[src/inc/supply_io_pkg.sv]
package supply_io_pkg;

  // ************************************************************
  // register map
  // ************************************************************
  localparam logic [7:0] REG_CTRL = 8'h00;
  localparam logic [7:0] REG_IO = 8'h04;
  localparam logic [7:0] REG_INT = 8'h08;
  localparam logic [7:0] REG_STAT = 8'h0C;
  localparam logic [7:0] REG_FLAGS = 8'h10;

  // control word fields
  localparam int CTL_XCVR = 0;
  localparam int CTL_AUX_EN = 1;
  localparam int CTL_AUX_3V3 = 2;
  localparam int CTL_PASS = 3;
  localparam int CTL_UV_INT = 4;
  localparam int CTL_LOAD_RES = 5;
  localparam int CTL_DBG_EXIT = 6;
  localparam int CTL_MON_LSB = 8;
  localparam int CTL_SAFE_OVR = 12;
  localparam int CTL_SAFE_LSB = 13;

  // io and interrupt word fields
  localparam int IO_LINES = 4;
  localparam int IO_CYCLIC = 8;
  localparam int INT_PULSE = 8;
  localparam int INT_DUR_LSB = 9;

  // status word fields
  localparam int ST_DEBUG = 0;
  localparam int ST_XCVR = 1;
  localparam int ST_AUX = 2;
  localparam int ST_IO_LSB = 4;
  localparam int ST_PIN_LSB = 8;
  localparam int ST_SAFE_LSB = 13;

  // sticky flags
  localparam int NFLAG = 5;
  localparam int FL_AUX_UV = 0;
  localparam int FL_AUX_OC = 1;
  localparam int FL_UPPER_UV = 2;
  localparam int FL_DBG_EXIT = 3;
  localparam int FL_FAULT = 4;

  // ************************************************************
  // timing
  // ************************************************************
  localparam int CLK_MHZ = 250;
  localparam int INT_PULSE_BASE_US = 10;
  localparam int INT_PULSE_BASE_CYC = INT_PULSE_BASE_US * CLK_MHZ;

  // ************************************************************
  // types
  // ************************************************************
  typedef enum logic [1:0] {IO_INPUT, IO_HIGH_SIDE, IO_LOW_SIDE, IO_HIGH_Z} io_mode_e;
  typedef io_mode_e [IO_LINES-1:0] io_mode_arr_t;
  typedef enum logic [2:0] {
    MON_SUPPLY, MON_BATTERY_SENSE, MON_IO0, MON_IO1, MON_REFERENCE, MON_DIE_TEMP,
    MON_CURRENT_COPY
  } mon_src_e;

  typedef struct packed {
    logic aux_uv;
    logic aux_oc;
    logic upper_uv;
    logic lower_uv;
    logic dbg_window;
    logic fault;
    logic [IO_LINES-1:0] io_in;
    logic [2:0] safe_res;
  } pin_in_s;

  localparam int PIN_W = $bits(pin_in_s);

  typedef struct packed {
    pin_in_s s1;
    pin_in_s s2;
    pin_in_s s3;
    pin_in_s pin;
    pin_in_s pin_prev;
    logic init_prev;
    logic xcvr_en;
    logic aux_en;
    logic aux_3v3;
    logic pass_en;
    logic uv_int_mode;
    logic load_res;
    mon_src_e mon_sel;
    logic safe_ovr;
    logic [2:0] safe_sw;
    io_mode_arr_t io_mode;
    logic cyclic;
    logic [NFLAG-1:0] int_mask;
    logic int_pulse;
    logic [1:0] int_dur;
    logic [NFLAG-1:0] flags;
    logic debug;
    logic [15:0] pulse_cnt;
    logic int_n;
    logic [31:0] prdata;
    logic pready;
    logic pslverr;
  } state_s;

endpackage

[src/rtl/supply_io_ctrl.sv]
// Overview of operation
// - transceiver supply regulator off after power-up, on by host write or by debug detection
// - debug detection turns the transceiver supply regulator on by default
// - auxiliary regulator target 5.0 V or 3.3 V chosen by a control bit
// - auxiliary regulator off after power-up, switched on only by host write
// - auxiliary low voltage or overcurrent disables it, flags it, may interrupt
// - control bit picks reset or interrupt at upper undervoltage threshold
// - interrupt option in normal mode: interrupt upper, reset only at lower
// - pass transistor path enabled and controlled only by host write
// - each io line set as input, high side, low side or high impedance
// - all io lines come up as inputs
// - in low power io outputs stay controllable, overload protection off
// - cyclic sensing: io 0 set as input or high side drives the supply, io 1 to 3 are wake inputs
// - monitor source chosen from seven sources by a host write
// - control bit connects load resistor for the current copy source
// - transceiver supply off: monitor selection writes ignored, output grounded
// - debug detected only leaving init reset with debug pin in window
// - debug stops watchdog supervision and is readable in status
// - debug pin leaving window ends debug and restarts watchdog
// - host command ends debug even while the debug pin stays in window
// - safe behaviour from pin resistor or host, host wins, resistor not in debug
// - interrupt line held low or pulsed low, style and length by host
// - safe output driven low on a fault input event, held until its sticky flag is cleared
`timescale 1ns/1ps
`default_nettype none

module supply_io_ctrl
  import supply_io_pkg::*;
#(
  parameter int PULSE_BASE_CYC = INT_PULSE_BASE_CYC
) (
  // apb slave
  input wire logic pclk,
  input wire logic presetn,
  input wire logic psel,
  input wire logic penable,
  input wire logic pwrite,
  input wire logic [7:0] paddr,
  input wire logic [31:0] pwdata,
  output logic [31:0] prdata,
  output logic pready,
  output logic pslverr,
  // analog comparators and pins, asynchronous
  input wire pin_in_s pins,
  // mode logic, same clock
  input wire logic init_reset,
  input wire logic normal_mode,
  input wire logic low_power_operation,
  // regulators
  output logic xcvr_reg_en,
  output logic auxiliary_regulator_output_en,
  output logic auxiliary_regulator_3v3,
  output logic pass_transistor_base_en,
  output logic uv_reset_req,
  // configurable io lines
  output logic [IO_LINES-1:0] high_side_driver_en,
  output logic [IO_LINES-1:0] low_side_driver_en,
  output logic io_overload_prot_en,
  // analog monitor
  output mon_src_e analog_monitor_output_sel,
  output logic analog_monitor_output_gnd,
  output logic analog_monitor_output_load_en,
  // debug, watchdog, safe and interrupt
  output logic debug_active,
  output logic watchdog_active,
  output logic [2:0] safe_mode_sel,
  output logic safe_o,
  output logic safe_oe,
  output logic int_n
);

  // ************************************************************
  // state
  // ************************************************************
  state_s q;
  state_s d;
  localparam logic [15:0] PULSE_BASE = 16'(PULSE_BASE_CYC);

  logic acc;
  logic wr;
  logic mapped;
  logic [31:0] rd_word;
  logic [NFLAG-1:0] ev;
  logic [NFLAG-1:0] clr;
  logic dbg_detect;
  logic upper_to_int;
  io_mode_e eff_mode [IO_LINES];

  // ************************************************************
  // effective io modes
  // ************************************************************
  always_comb begin
    for (int i = 0; i < IO_LINES; i++) begin
      eff_mode[i] = q.io_mode[i];
      if (q.cyclic) begin
        if (i == 0) begin
          // io 0 must switch the sense supply, so an input setting becomes high side
          eff_mode[i] = (q.io_mode[i] == IO_INPUT) ? IO_HIGH_SIDE : q.io_mode[i];
        end else begin
          eff_mode[i] = IO_INPUT;
        end
      end
    end
  end

  // ************************************************************
  // next state
  // ************************************************************
  always_comb begin
    d = q;
    acc = psel && penable;
    wr = acc && pwrite && q.pready;
    mapped = (paddr == REG_CTRL) || (paddr == REG_IO) || (paddr == REG_INT) ||
             (paddr == REG_STAT) || (paddr == REG_FLAGS);

    // three-stage sync; a change counts once stages two and three agree
    d.s1 = pins;
    d.s2 = q.s1;
    d.s3 = q.s2;
    d.pin = pin_in_s'((q.s2 & ~(q.s2 ^ q.s3)) | (q.pin & (q.s2 ^ q.s3)));
    d.pin_prev = q.pin;
    d.init_prev = init_reset;

    // events are edges of the filtered levels
    upper_to_int = q.uv_int_mode && normal_mode;
    ev = '0;
    ev[FL_AUX_UV] = q.pin.aux_uv && !q.pin_prev.aux_uv;
    ev[FL_AUX_OC] = q.pin.aux_oc && !q.pin_prev.aux_oc;
    ev[FL_UPPER_UV] = upper_to_int && q.pin.upper_uv && !q.pin_prev.upper_uv;
    ev[FL_FAULT] = q.pin.fault && !q.pin_prev.fault;

    // apb read data, captured in the first access cycle
    rd_word = '0;
    case (paddr)
      REG_CTRL: begin
        rd_word[CTL_XCVR] = q.xcvr_en;
        rd_word[CTL_AUX_EN] = q.aux_en;
        rd_word[CTL_AUX_3V3] = q.aux_3v3;
        rd_word[CTL_PASS] = q.pass_en;
        rd_word[CTL_UV_INT] = q.uv_int_mode;
        rd_word[CTL_LOAD_RES] = q.load_res;
        rd_word[CTL_MON_LSB +: 3] = q.mon_sel;
        rd_word[CTL_SAFE_OVR] = q.safe_ovr;
        rd_word[CTL_SAFE_LSB +: 3] = q.safe_sw;
      end
      REG_IO: begin
        rd_word[2*IO_LINES-1:0] = q.io_mode;
        rd_word[IO_CYCLIC] = q.cyclic;
      end
      REG_INT: begin
        rd_word[NFLAG-1:0] = q.int_mask;
        rd_word[INT_PULSE] = q.int_pulse;
        rd_word[INT_DUR_LSB +: 2] = q.int_dur;
      end
      REG_STAT: begin
        rd_word[ST_DEBUG] = q.debug;
        rd_word[ST_XCVR] = q.xcvr_en;
        rd_word[ST_AUX] = q.aux_en;
        rd_word[ST_IO_LSB +: IO_LINES] = q.pin.io_in;
        rd_word[ST_PIN_LSB +: 5] = {q.pin.dbg_window, q.pin.lower_uv, q.pin.upper_uv,
                                    q.pin.aux_oc, q.pin.aux_uv};
        rd_word[ST_SAFE_LSB +: 3] = safe_mode_sel;
      end
      REG_FLAGS: begin
        rd_word[NFLAG-1:0] = q.flags;
      end
      default: begin
        rd_word = '0;
      end
    endcase

    // two-cycle access: pready rises one cycle into the access phase
    if (acc && !q.pready) begin
      d.pready = 1'b1;
      d.pslverr = !mapped;
      d.prdata = pwrite ? 32'h0000_0000 : rd_word;
    end else begin
      d.pready = 1'b0;
      d.pslverr = 1'b0;
    end

    // register writes take effect at the edge that completes the access
    clr = '0;
    if (wr && mapped) begin
      case (paddr)
        REG_CTRL: begin
          d.xcvr_en = pwdata[CTL_XCVR];
          d.aux_en = pwdata[CTL_AUX_EN];
          d.aux_3v3 = pwdata[CTL_AUX_3V3];
          d.pass_en = pwdata[CTL_PASS];
          d.uv_int_mode = pwdata[CTL_UV_INT];
          d.load_res = pwdata[CTL_LOAD_RES];
          // the monitor buffer runs from the transceiver supply, selection writes are ignored while off
          if (q.xcvr_en) begin
            d.mon_sel = mon_src_e'(pwdata[CTL_MON_LSB +: 3]);
          end
          d.safe_ovr = pwdata[CTL_SAFE_OVR];
          d.safe_sw = pwdata[CTL_SAFE_LSB +: 3];
          if (pwdata[CTL_DBG_EXIT]) begin
            d.debug = 1'b0;
          end
        end
        REG_IO: begin
          d.io_mode = io_mode_arr_t'(pwdata[2*IO_LINES-1:0]);
          d.cyclic = pwdata[IO_CYCLIC];
        end
        REG_INT: begin
          d.int_mask = pwdata[NFLAG-1:0];
          d.int_pulse = pwdata[INT_PULSE];
          d.int_dur = pwdata[INT_DUR_LSB +: 2];
        end
        REG_FLAGS: begin
          clr = pwdata[NFLAG-1:0];
        end
        default: begin
          clr = '0;
        end
      endcase
    end

    // auxiliary faults drop the regulator even against a write in the same cycle
    if (q.pin.aux_uv || q.pin.aux_oc) begin
      d.aux_en = 1'b0;
    end

    // debug: detected only on release of init reset, ended by pin or command
    dbg_detect = q.init_prev && !init_reset && q.pin.dbg_window;
    if (q.debug && !q.pin.dbg_window) begin
      d.debug = 1'b0;
      ev[FL_DBG_EXIT] = 1'b1;
    end
    if (wr && (paddr == REG_CTRL) && pwdata[CTL_DBG_EXIT] && q.debug) begin
      ev[FL_DBG_EXIT] = 1'b1;
    end
    if (dbg_detect) begin
      d.debug = 1'b1;
      d.xcvr_en = 1'b1;
    end

    // sticky flags: a new event beats a clear in the same cycle
    d.flags = (q.flags & ~clr) | ev;

    // interrupt line, level or pulse; pulse length doubles per step
    if (q.int_pulse) begin
      if (|(ev & q.int_mask)) begin
        d.pulse_cnt = PULSE_BASE << q.int_dur;
      end else if (q.pulse_cnt != 16'h0000) begin
        d.pulse_cnt = q.pulse_cnt - 16'h0001;
      end
      d.int_n = !((|(ev & q.int_mask)) || (q.pulse_cnt > 16'h0001));
    end else begin
      d.pulse_cnt = 16'h0000;
      d.int_n = !(|(d.flags & q.int_mask));
    end

    // init reset restores defaults; debug detection waits for its release
    if (init_reset) begin
      d.xcvr_en = 1'b0;
      d.aux_en = 1'b0;
      d.aux_3v3 = 1'b0;
      d.pass_en = 1'b0;
      d.uv_int_mode = 1'b0;
      d.load_res = 1'b0;
      d.mon_sel = MON_SUPPLY;
      d.safe_ovr = 1'b0;
      d.safe_sw = 3'h0;
      d.io_mode = io_mode_arr_t'({IO_LINES{IO_INPUT}});
      d.cyclic = 1'b0;
      d.int_mask = '0;
      d.int_pulse = 1'b0;
      d.int_dur = 2'h0;
      d.flags = '0;
      d.debug = 1'b0;
      d.pulse_cnt = 16'h0000;
      d.int_n = 1'b1;
    end
  end

  // ************************************************************
  // registers
  // ************************************************************
  always_ff @(posedge pclk or negedge presetn) begin
    if (!presetn) begin
      q <= '0; // all defaults are zero except int_n high; zero io modes are inputs
      q.int_n <= 1'b1;
    end else begin
      q <= d;
    end
  end

  // ************************************************************
  // outputs
  // ************************************************************
  assign prdata = q.prdata;
  assign pready = q.pready;
  assign pslverr = q.pslverr;

  assign xcvr_reg_en = q.xcvr_en;
  assign auxiliary_regulator_output_en = q.aux_en;
  assign auxiliary_regulator_3v3 = q.aux_3v3;
  assign pass_transistor_base_en = q.pass_en;
  // upper threshold resets unless the interrupt option applies in normal mode
  assign uv_reset_req = q.pin.lower_uv ||
                        (q.pin.upper_uv && !(q.uv_int_mode && normal_mode));

  always_comb begin
    for (int i = 0; i < IO_LINES; i++) begin
      high_side_driver_en[i] = (eff_mode[i] == IO_HIGH_SIDE);
      low_side_driver_en[i] = (eff_mode[i] == IO_LOW_SIDE);
    end
  end
  // drivers stay controllable in low power, only the protection drops
  assign io_overload_prot_en = !low_power_operation;

  assign analog_monitor_output_sel = q.mon_sel;
  assign analog_monitor_output_gnd = !q.xcvr_en;
  assign analog_monitor_output_load_en = q.load_res && (q.mon_sel == MON_CURRENT_COPY);

  assign debug_active = q.debug;
  assign watchdog_active = !q.debug;
  // the command wins; the resistor reading is meaningless while debug holds the pin
  assign safe_mode_sel = q.safe_ovr ? q.safe_sw : (q.debug ? 3'h0 : q.pin.safe_res);
  assign safe_o = 1'b0;
  assign safe_oe = q.flags[FL_FAULT];
  assign int_n = q.int_n;

endmodule // supply_io_ctrl

`default_nettype wire

[config.mk]
export PLATFORM = sky130hd
export DESIGN_NAME = supply_io_ctrl
export DESIGN_NICKNAME = d
export VERILOG_FILES = /design/src/inc/supply_io_pkg.sv /design/src/rtl/supply_io_ctrl.sv
export SDC_FILE = /design/constraint.sdc
export NUM_CORES = 1
export LEC_CHECK = 0
export ABC_AREA = 1
export BUFFER_PORTS_ARGS = -buffer_cell sky130_fd_sc_hd__buf_2
export CORE_UTILIZATION = 50
export DETAILED_ROUTE_END_ITERATION = 16
export PLACE_DENSITY = 0.72
export SLEW_MARGIN = 10
export SYNTH_ARGS = -nofsm -noshare
export SYNTH_HDL_FRONTEND = slang
export SYNTH_SLANG_ARGS = --single-unit
[constraint.sdc]
create_clock -name pclk -period 2.96 [get_ports pclk]
set_input_delay 0.444 -clock pclk [delete_from_list [all_inputs] [get_ports pclk]]
set_output_delay 0.444 -clock pclk [all_outputs]
set_load 0.01 [all_outputs]
==> metrics.txt, run 1 <==
cell count after placement=841; GP Congestion=0.852; pin count of the biggest net entering global routing=76; most common cell in the netlist=nand2_1; num ports=122; Seq/Total Area, Yosys=54.1%; final hold violation count=0; Num CTS Buffers=17; # rows=39; synth-to-layout area growth=16.5%; vias post-DR=4608; Post-Synthesis Cells=637; number of global-route vias before repair=4474; slowest CP cell=dfrtp_1; Synth area leader=dfrtp_1; most used cell, CP=nand2_1; Post-synth EDFFs=0; Seq pwr share=45.4%; Initial DRC Count=349; final wirelength=13.4 mm; Most used DFF post-synth=dfrtp_1; total gr overflow=0; top post-synthesis cells by count=nand2_1, dfrtp_1, inv_1, nand3_1, nor2_1; CP arrival=2.43 ns; Max Cap Viol=0; vias per cell=5.27; Clock Pin Slew Worst Setup and Hold Paths=0.06 ns; DRT Pass-1 Iters=5; critical path data required time=3.25 ns; FF/Latch Area=3200 µm²; Worst R2R Setup Slack=0.82 ns; Clock Tree Root=clkbuf_16; antenna fix cells=0; Worst path top cell family by delay=simple AND/OR/NAND/NOR gates; post-synth top area share=53.6%; setup TNS=0 ns; layout cells sized above 1=22.0%; fin util=60.2%; clock power share=49.1%; Worst Path Buf+Inv=1; worst min path class=input port to flip-flop; first-pass GRT wire length=22.1 mm; DP HPWL=9.59 mm; Switching Share=23.3%; FMAX=467 MHz; Peak VDD IR=0.625 mV; final worst path period share=72.4%; NetSw=956 µW; pre-CTS setup slack=0.849 ns; layout filler cell count=1030; final setup margin=0.818 ns; Synth area leaders=dfrtp_1, nand2_1, buf_4; Die H=111 µm; Max Slew Vio Count=0; Crit Path Max Fanout=6; CTS tree=built; CP cell instances=inv_1 -> ha_1 -> nand2_1 -> nor2_1 -> nand3_1 -> nand3b_4 -> nand2_1 -> a21oi_1; Overall Global Routing Usage=23.1%; normalized max-slew margin=55.4%; synth warn=0; routed length per placed instance=15.3 µm; crit-path max cell delay=0.43 ns; Crit. End Element=flip-flop; DIE WIDTH=111 µm; Avg Synthesized Cell Area=9.30 µm²; RSZ-0062 raised after global routing=false; FFs w/ async S/R, synth=100%; Clock Skews=0.00639 ns; Core Region=11500 µm²; nets=787; P_int=3150 µW; status=completed; initial antenna violation count=0; Unique masters post-synth=38; IO buf count=87; Initial Util=51.7%; Yosys reg bits=128; Max Buffers Root-to-Sink=2; number of non-filler instances in the completed layout=874; Post-Syn Area=5930 µm²; critical path class=flip-flop to flip-flop; crit path time final=2.14 ns; CTS H-tree lvls=4; # clock sinks=128; Post-DRT Antenna Nets=0; Final setup viols=0; Comb power frac=5.5%; clk_lat worst skew=0.41 ns; Power Dens Cells=595 nW/µm²; measured slew at the worst slew-check pin=0.665 ns; DRC violations left=0; multi-input logic area=2200 µm²; Die ar.=12300 µm²; P_leak=0.00355 µW; Startpoint Class=flip-flop
-- power groups by stage --
stage,Combinational (µW),Clock [µW],Sequential (µW)
floorplan,125,0,1880
global placement,221,0,1890
detailed placement,225,0,1890
CTS,228,2050,1860
global route,251,2120,1870
finish,226,2020,1860
-- layer usage --
layer  track usage (%)  vias up  wire length (µm)
met5                 0        -                 0
met4              10.1        0               301
met3              5.52       25               804
met2              34.9      155              6120
met1              31.8     2252              6170
li1                  -     2176                 -
-- worst paths after layout --
kind	start	end	depth (start not counted)
max reg2reg	q[35]	q[45]	8
min	pins[4]	d[131]	1
max in group asynchronous	presetn	prdata[4]	3
min in group asynchronous	presetn	d[115]	2
min reg2reg	d[139]	d[126]	0
max	q[35]	q[45]	8
-- kinds of logic after synthesis --
logic type / Yosys count / share of synthesized area, %
fa+ha+maj: 21 / 3.88
xor+xnor: 10 / 1.48
buf+inv: 110 / 9.80
flops: 128 / 54.1
other cells: 1 / 0.0633
simple gates: 304 / 24.2
compound gates: 63 / 6.50
-- through the flow --
stage          hold WS [ns]  instance area [µm²]  power, µW
2_1_floorplan         0.148                 5990       2000
3_3_place_gp          0.319                 6310       2110
3_5_place_dp          0.323                 6310       2120
4_1_cts               0.118                 6910       4140
5_1_grt               0.119                 6910       4240
6_report              0.131                 6910       4110
-- cells in the final DEF (no fill, tap or decap), types with 3 or more instances in the layout --
cell type     n
nand2_1     150
dfrtp_1     127
buf_2        86
inv_1        55
nor2_1       53
nand3_1      53
o21ai_1      17
conb_1       17
clkbuf_16    17
o21ai_0      14
maj3_1       13
nor3_1       10
xor2_1       10
nand4_1       9
o211ai_1      8
ha_1          8
a21oi_1       7
o21ai_2       6
nand3_2       6
buf_4         6
inv_2         5
nor2_2        5
o31ai_1       5
nand2_4       4
clkinvlp_4    4
clkinv_4      4
a22oi_1       3
o21a_1        3
clkinv_2      3
-- layout make-up --
class                           count  area share (%)
Sequential cell                   128            46.4
Multi-Input combinational cell    415            31.9
Timing Repair Buffer               94            7.32
Clock buffer                       19            6.41
Inverter                           62            3.37
Tap cell                          143            2.59
Clock inverter                     13            2.03
-- repair_timing --
action / 4_1_cts / 5_1_grt
gates resized for setup: 0 / 0
endpoints found under the hold margin: 14 / 0
hold buffers: 1 / 0
setup buffers: 0 / 0
Power figures use the tool's default switching activity.
==> run 2: changes to the inputs <==
clock period = 2.1 ns   (was 2.96 ns; I/O delays follow)
==> metrics.txt, run 2 (same netlist as run 1, synthesis figures left out) <==
synth-to-layout area growth=20.1%; FF/Latch Area=3200 µm² (unchanged); most frequent cells in the layout=nand2_1, dfrtp_1, buf_2; normalized max-slew margin=55.9% (+0.51 points); measured slew at the worst slew-check pin=0.662 ns (-0.00261 ns); Die ar.=12300 µm² (unchanged); clk_lat worst skew=0.42 ns (about the same); vias post-DR=4679 (+1.5%); DP HPWL=9.47 mm (-1.2%); CP cell instances=inv_1 -> ha_1 -> nand2_1 -> nor2_1 -> nand3_1 -> nand3b_4 -> nand2_1 -> nor2_1; vias per cell=5.25 (-0.40%); Worst Path Buf+Inv=1 (unchanged); final setup margin=0.169 ns (-0.649 ns); final wirelength=13.5 mm (+0.71%); initial antenna violation count=0 (unchanged); commonest non-fill, non-tap cell in the layout=nand2_1; antenna fix cells=0 (unchanged); setup TNS=0 ns (unchanged); number of global-route vias before repair=4643 (+3.8%); pin count of the biggest net entering global routing=129 (+70%); Clock Skews=0.00655 ns (+0.000154 ns); P_int=4740 µW (+50%); PostCTS Resize Cnt=0 (unchanged); layout cells sized above 1=22.2% (+0.17 points); Worst path top cell family by delay=simple AND/OR/NAND/NOR gates; DRC violations left=0 (unchanged); nets=804 (+2.2%); num ports=122 (unchanged); RSZ-0062 raised after global routing=false; fin area=7120 µm² (+3.1%); CP arrival=2.23 ns (-0.20 ns); CTS H-tree lvls=4 (unchanged); Post-DRT Antenna Nets=0 (unchanged); crit path time final=1.93 ns (-0.211 ns); pre-CTS setup slack=0.214 ns (-0.635 ns); Crit Path Max Fanout=6 (unchanged); first-pass GRT wire length=22.6 mm (+2.3%); multi-input logic area=2200 µm² (unchanged); Switching Share=22.3% (-0.99 points); DR top layer=met4; Max Buffers Root-to-Sink=2 (unchanged); Num CTS Buffers=17 (unchanged); layout filler cell count=964 (-6.4%); DP Area=6350 µm² (+0.59%); Final setup viols=0 (unchanged); P_leak=0.00366 µW (+2.9%); Clock Tree Root=clkbuf_16; Max Cap Viol=0 (unchanged); # rows=39 (unchanged); critical path class=flip-flop to flip-flop; met2 wire length=6.34 mm (+3.7%); Core Region=11500 µm² (unchanged); CTS tree=built; Max Slew Vio Count=0 (unchanged); post-CTS setup repair buffer count=0 (unchanged); Power Dens Cells=856 nW/µm² (+44%); final worst path period share=91.9% (+20 points); Seq pwr share=43.1% (-2.3 points); FMAX=518 MHz (+11%); Comb power frac=5.5% (about the same); met1 wire length=6.04 mm (-2.0%); clock power share=51.4% (+2.3 points); Initial Util=51.7% (unchanged); Die H=111 µm (unchanged); slowest CP cell=dfrtp_1; GP Congestion=0.861 (+1.1%); routed length per placed instance=15.1 µm (-1.2%); Overall Global Routing Usage=23.5% (+0.41 points); Initial DRC Count=417 (+19%); final hold violation count=9 (+9); Clock Pin Slew Worst Setup and Hold Paths=0.06 ns (about the same); Crit. End Element=flip-flop; critical path data required time=2.40 ns (-0.85 ns); Peak VDD IR=0.708 mV (+13%); Worst R2R Setup Slack=0.17 ns (-0.65 ns); # clock sinks=128 (unchanged); Startpoint Class=flip-flop; worst min path class=input port to asynchronous set/reset pin; status=finished with violations; NetSw=1360 µW (+42%); DRT Pass-1 Iters=5 (unchanged); failing checks=hold timing; crit-path max cell delay=0.42 ns (about the same); IO buf count=87 (unchanged); Hold WS=-0.0215 ns (-0.153 ns); total gr overflow=0 (unchanged); DIE WIDTH=111 µm (unchanged); DR WL met3=819 µm (+1.9%)
## run 2: cell types whose count changed in the layout (fill, tap and decap cells not counted)
cell           delta
inv_6             +1
clkinv_4          -1
buf_4             +5
clkbuf_8          +1
clkinvlp_4        -1
bufinv_16         +2
dlygate4sd3_1    +12
clkinv_2          -2
## run 2: power groups by stage
| stage | sequential [µW] | combinational [µW] | clock [µW] |
|---|---|---|---|
| floorplan | 2650 | 176 | 0 |
| detailed placement | 2670 | 320 | 0 |
| global route | 2640 | 376 | 3280 |
| CTS | 2630 | 340 | 3180 |
| finish | 2630 | 337 | 3130 |
| global placement | 2660 | 312 | 0 |
## run 2: repair_timing
item / CTS / global route
endpoints found under the setup margin: 0 / 0
hold buffers: 13 / 0
endpoints found under the hold margin: 13 / 0
## run 2: metrics by stage
step | power [µW] | std cells | util (%)
global placement | 2970 | 846 | 55.4
finish | 6100 | 891 | 62.1
global route | 6290 | 891 | 62.1
floorplan | 2830 | 653 | -
CTS | 6140 | 891 | 62.1
detailed placement | 2990 | 846 | 55.4
## run 2: path summary, 6_finish.rpt
| check | from | endpoint | depth (start not counted) |
|---|---|---|---|
| setup / recovery | q[35] | q[42] | 8 |
| hold / removal | presetn | d[128] | 2 |
| setup reg to reg | q[35] | q[42] | 8 |
| hold reg to reg | d[138] | d[125] | 0 |
| max in group asynchronous | presetn | d[117] | 2 |
| min in group pclk | pwdata[12] | q[77] | 3 |
## run 2: metal layers
| layer | vias up | GRT usage (%) |
|---|---|---|
| met5 | - | 0 |
| met4 | 0 | 9.78 |
| met3 | 29 | 5.63 |
| met2 | 206 | 36.8 |
| met1 | 2236 | 31.6 |
| li1 | 2208 | - |
## run 2: final cells by class
cell class,count,share of cell area (%)
clock buffers,20,6.41
clock inverters,12,2.57
inverters,62,3.27
multi-input cells,415,30.9
flip-flops and latches,128,45.0
well taps,143,2.51
repair buffers,111,9.31
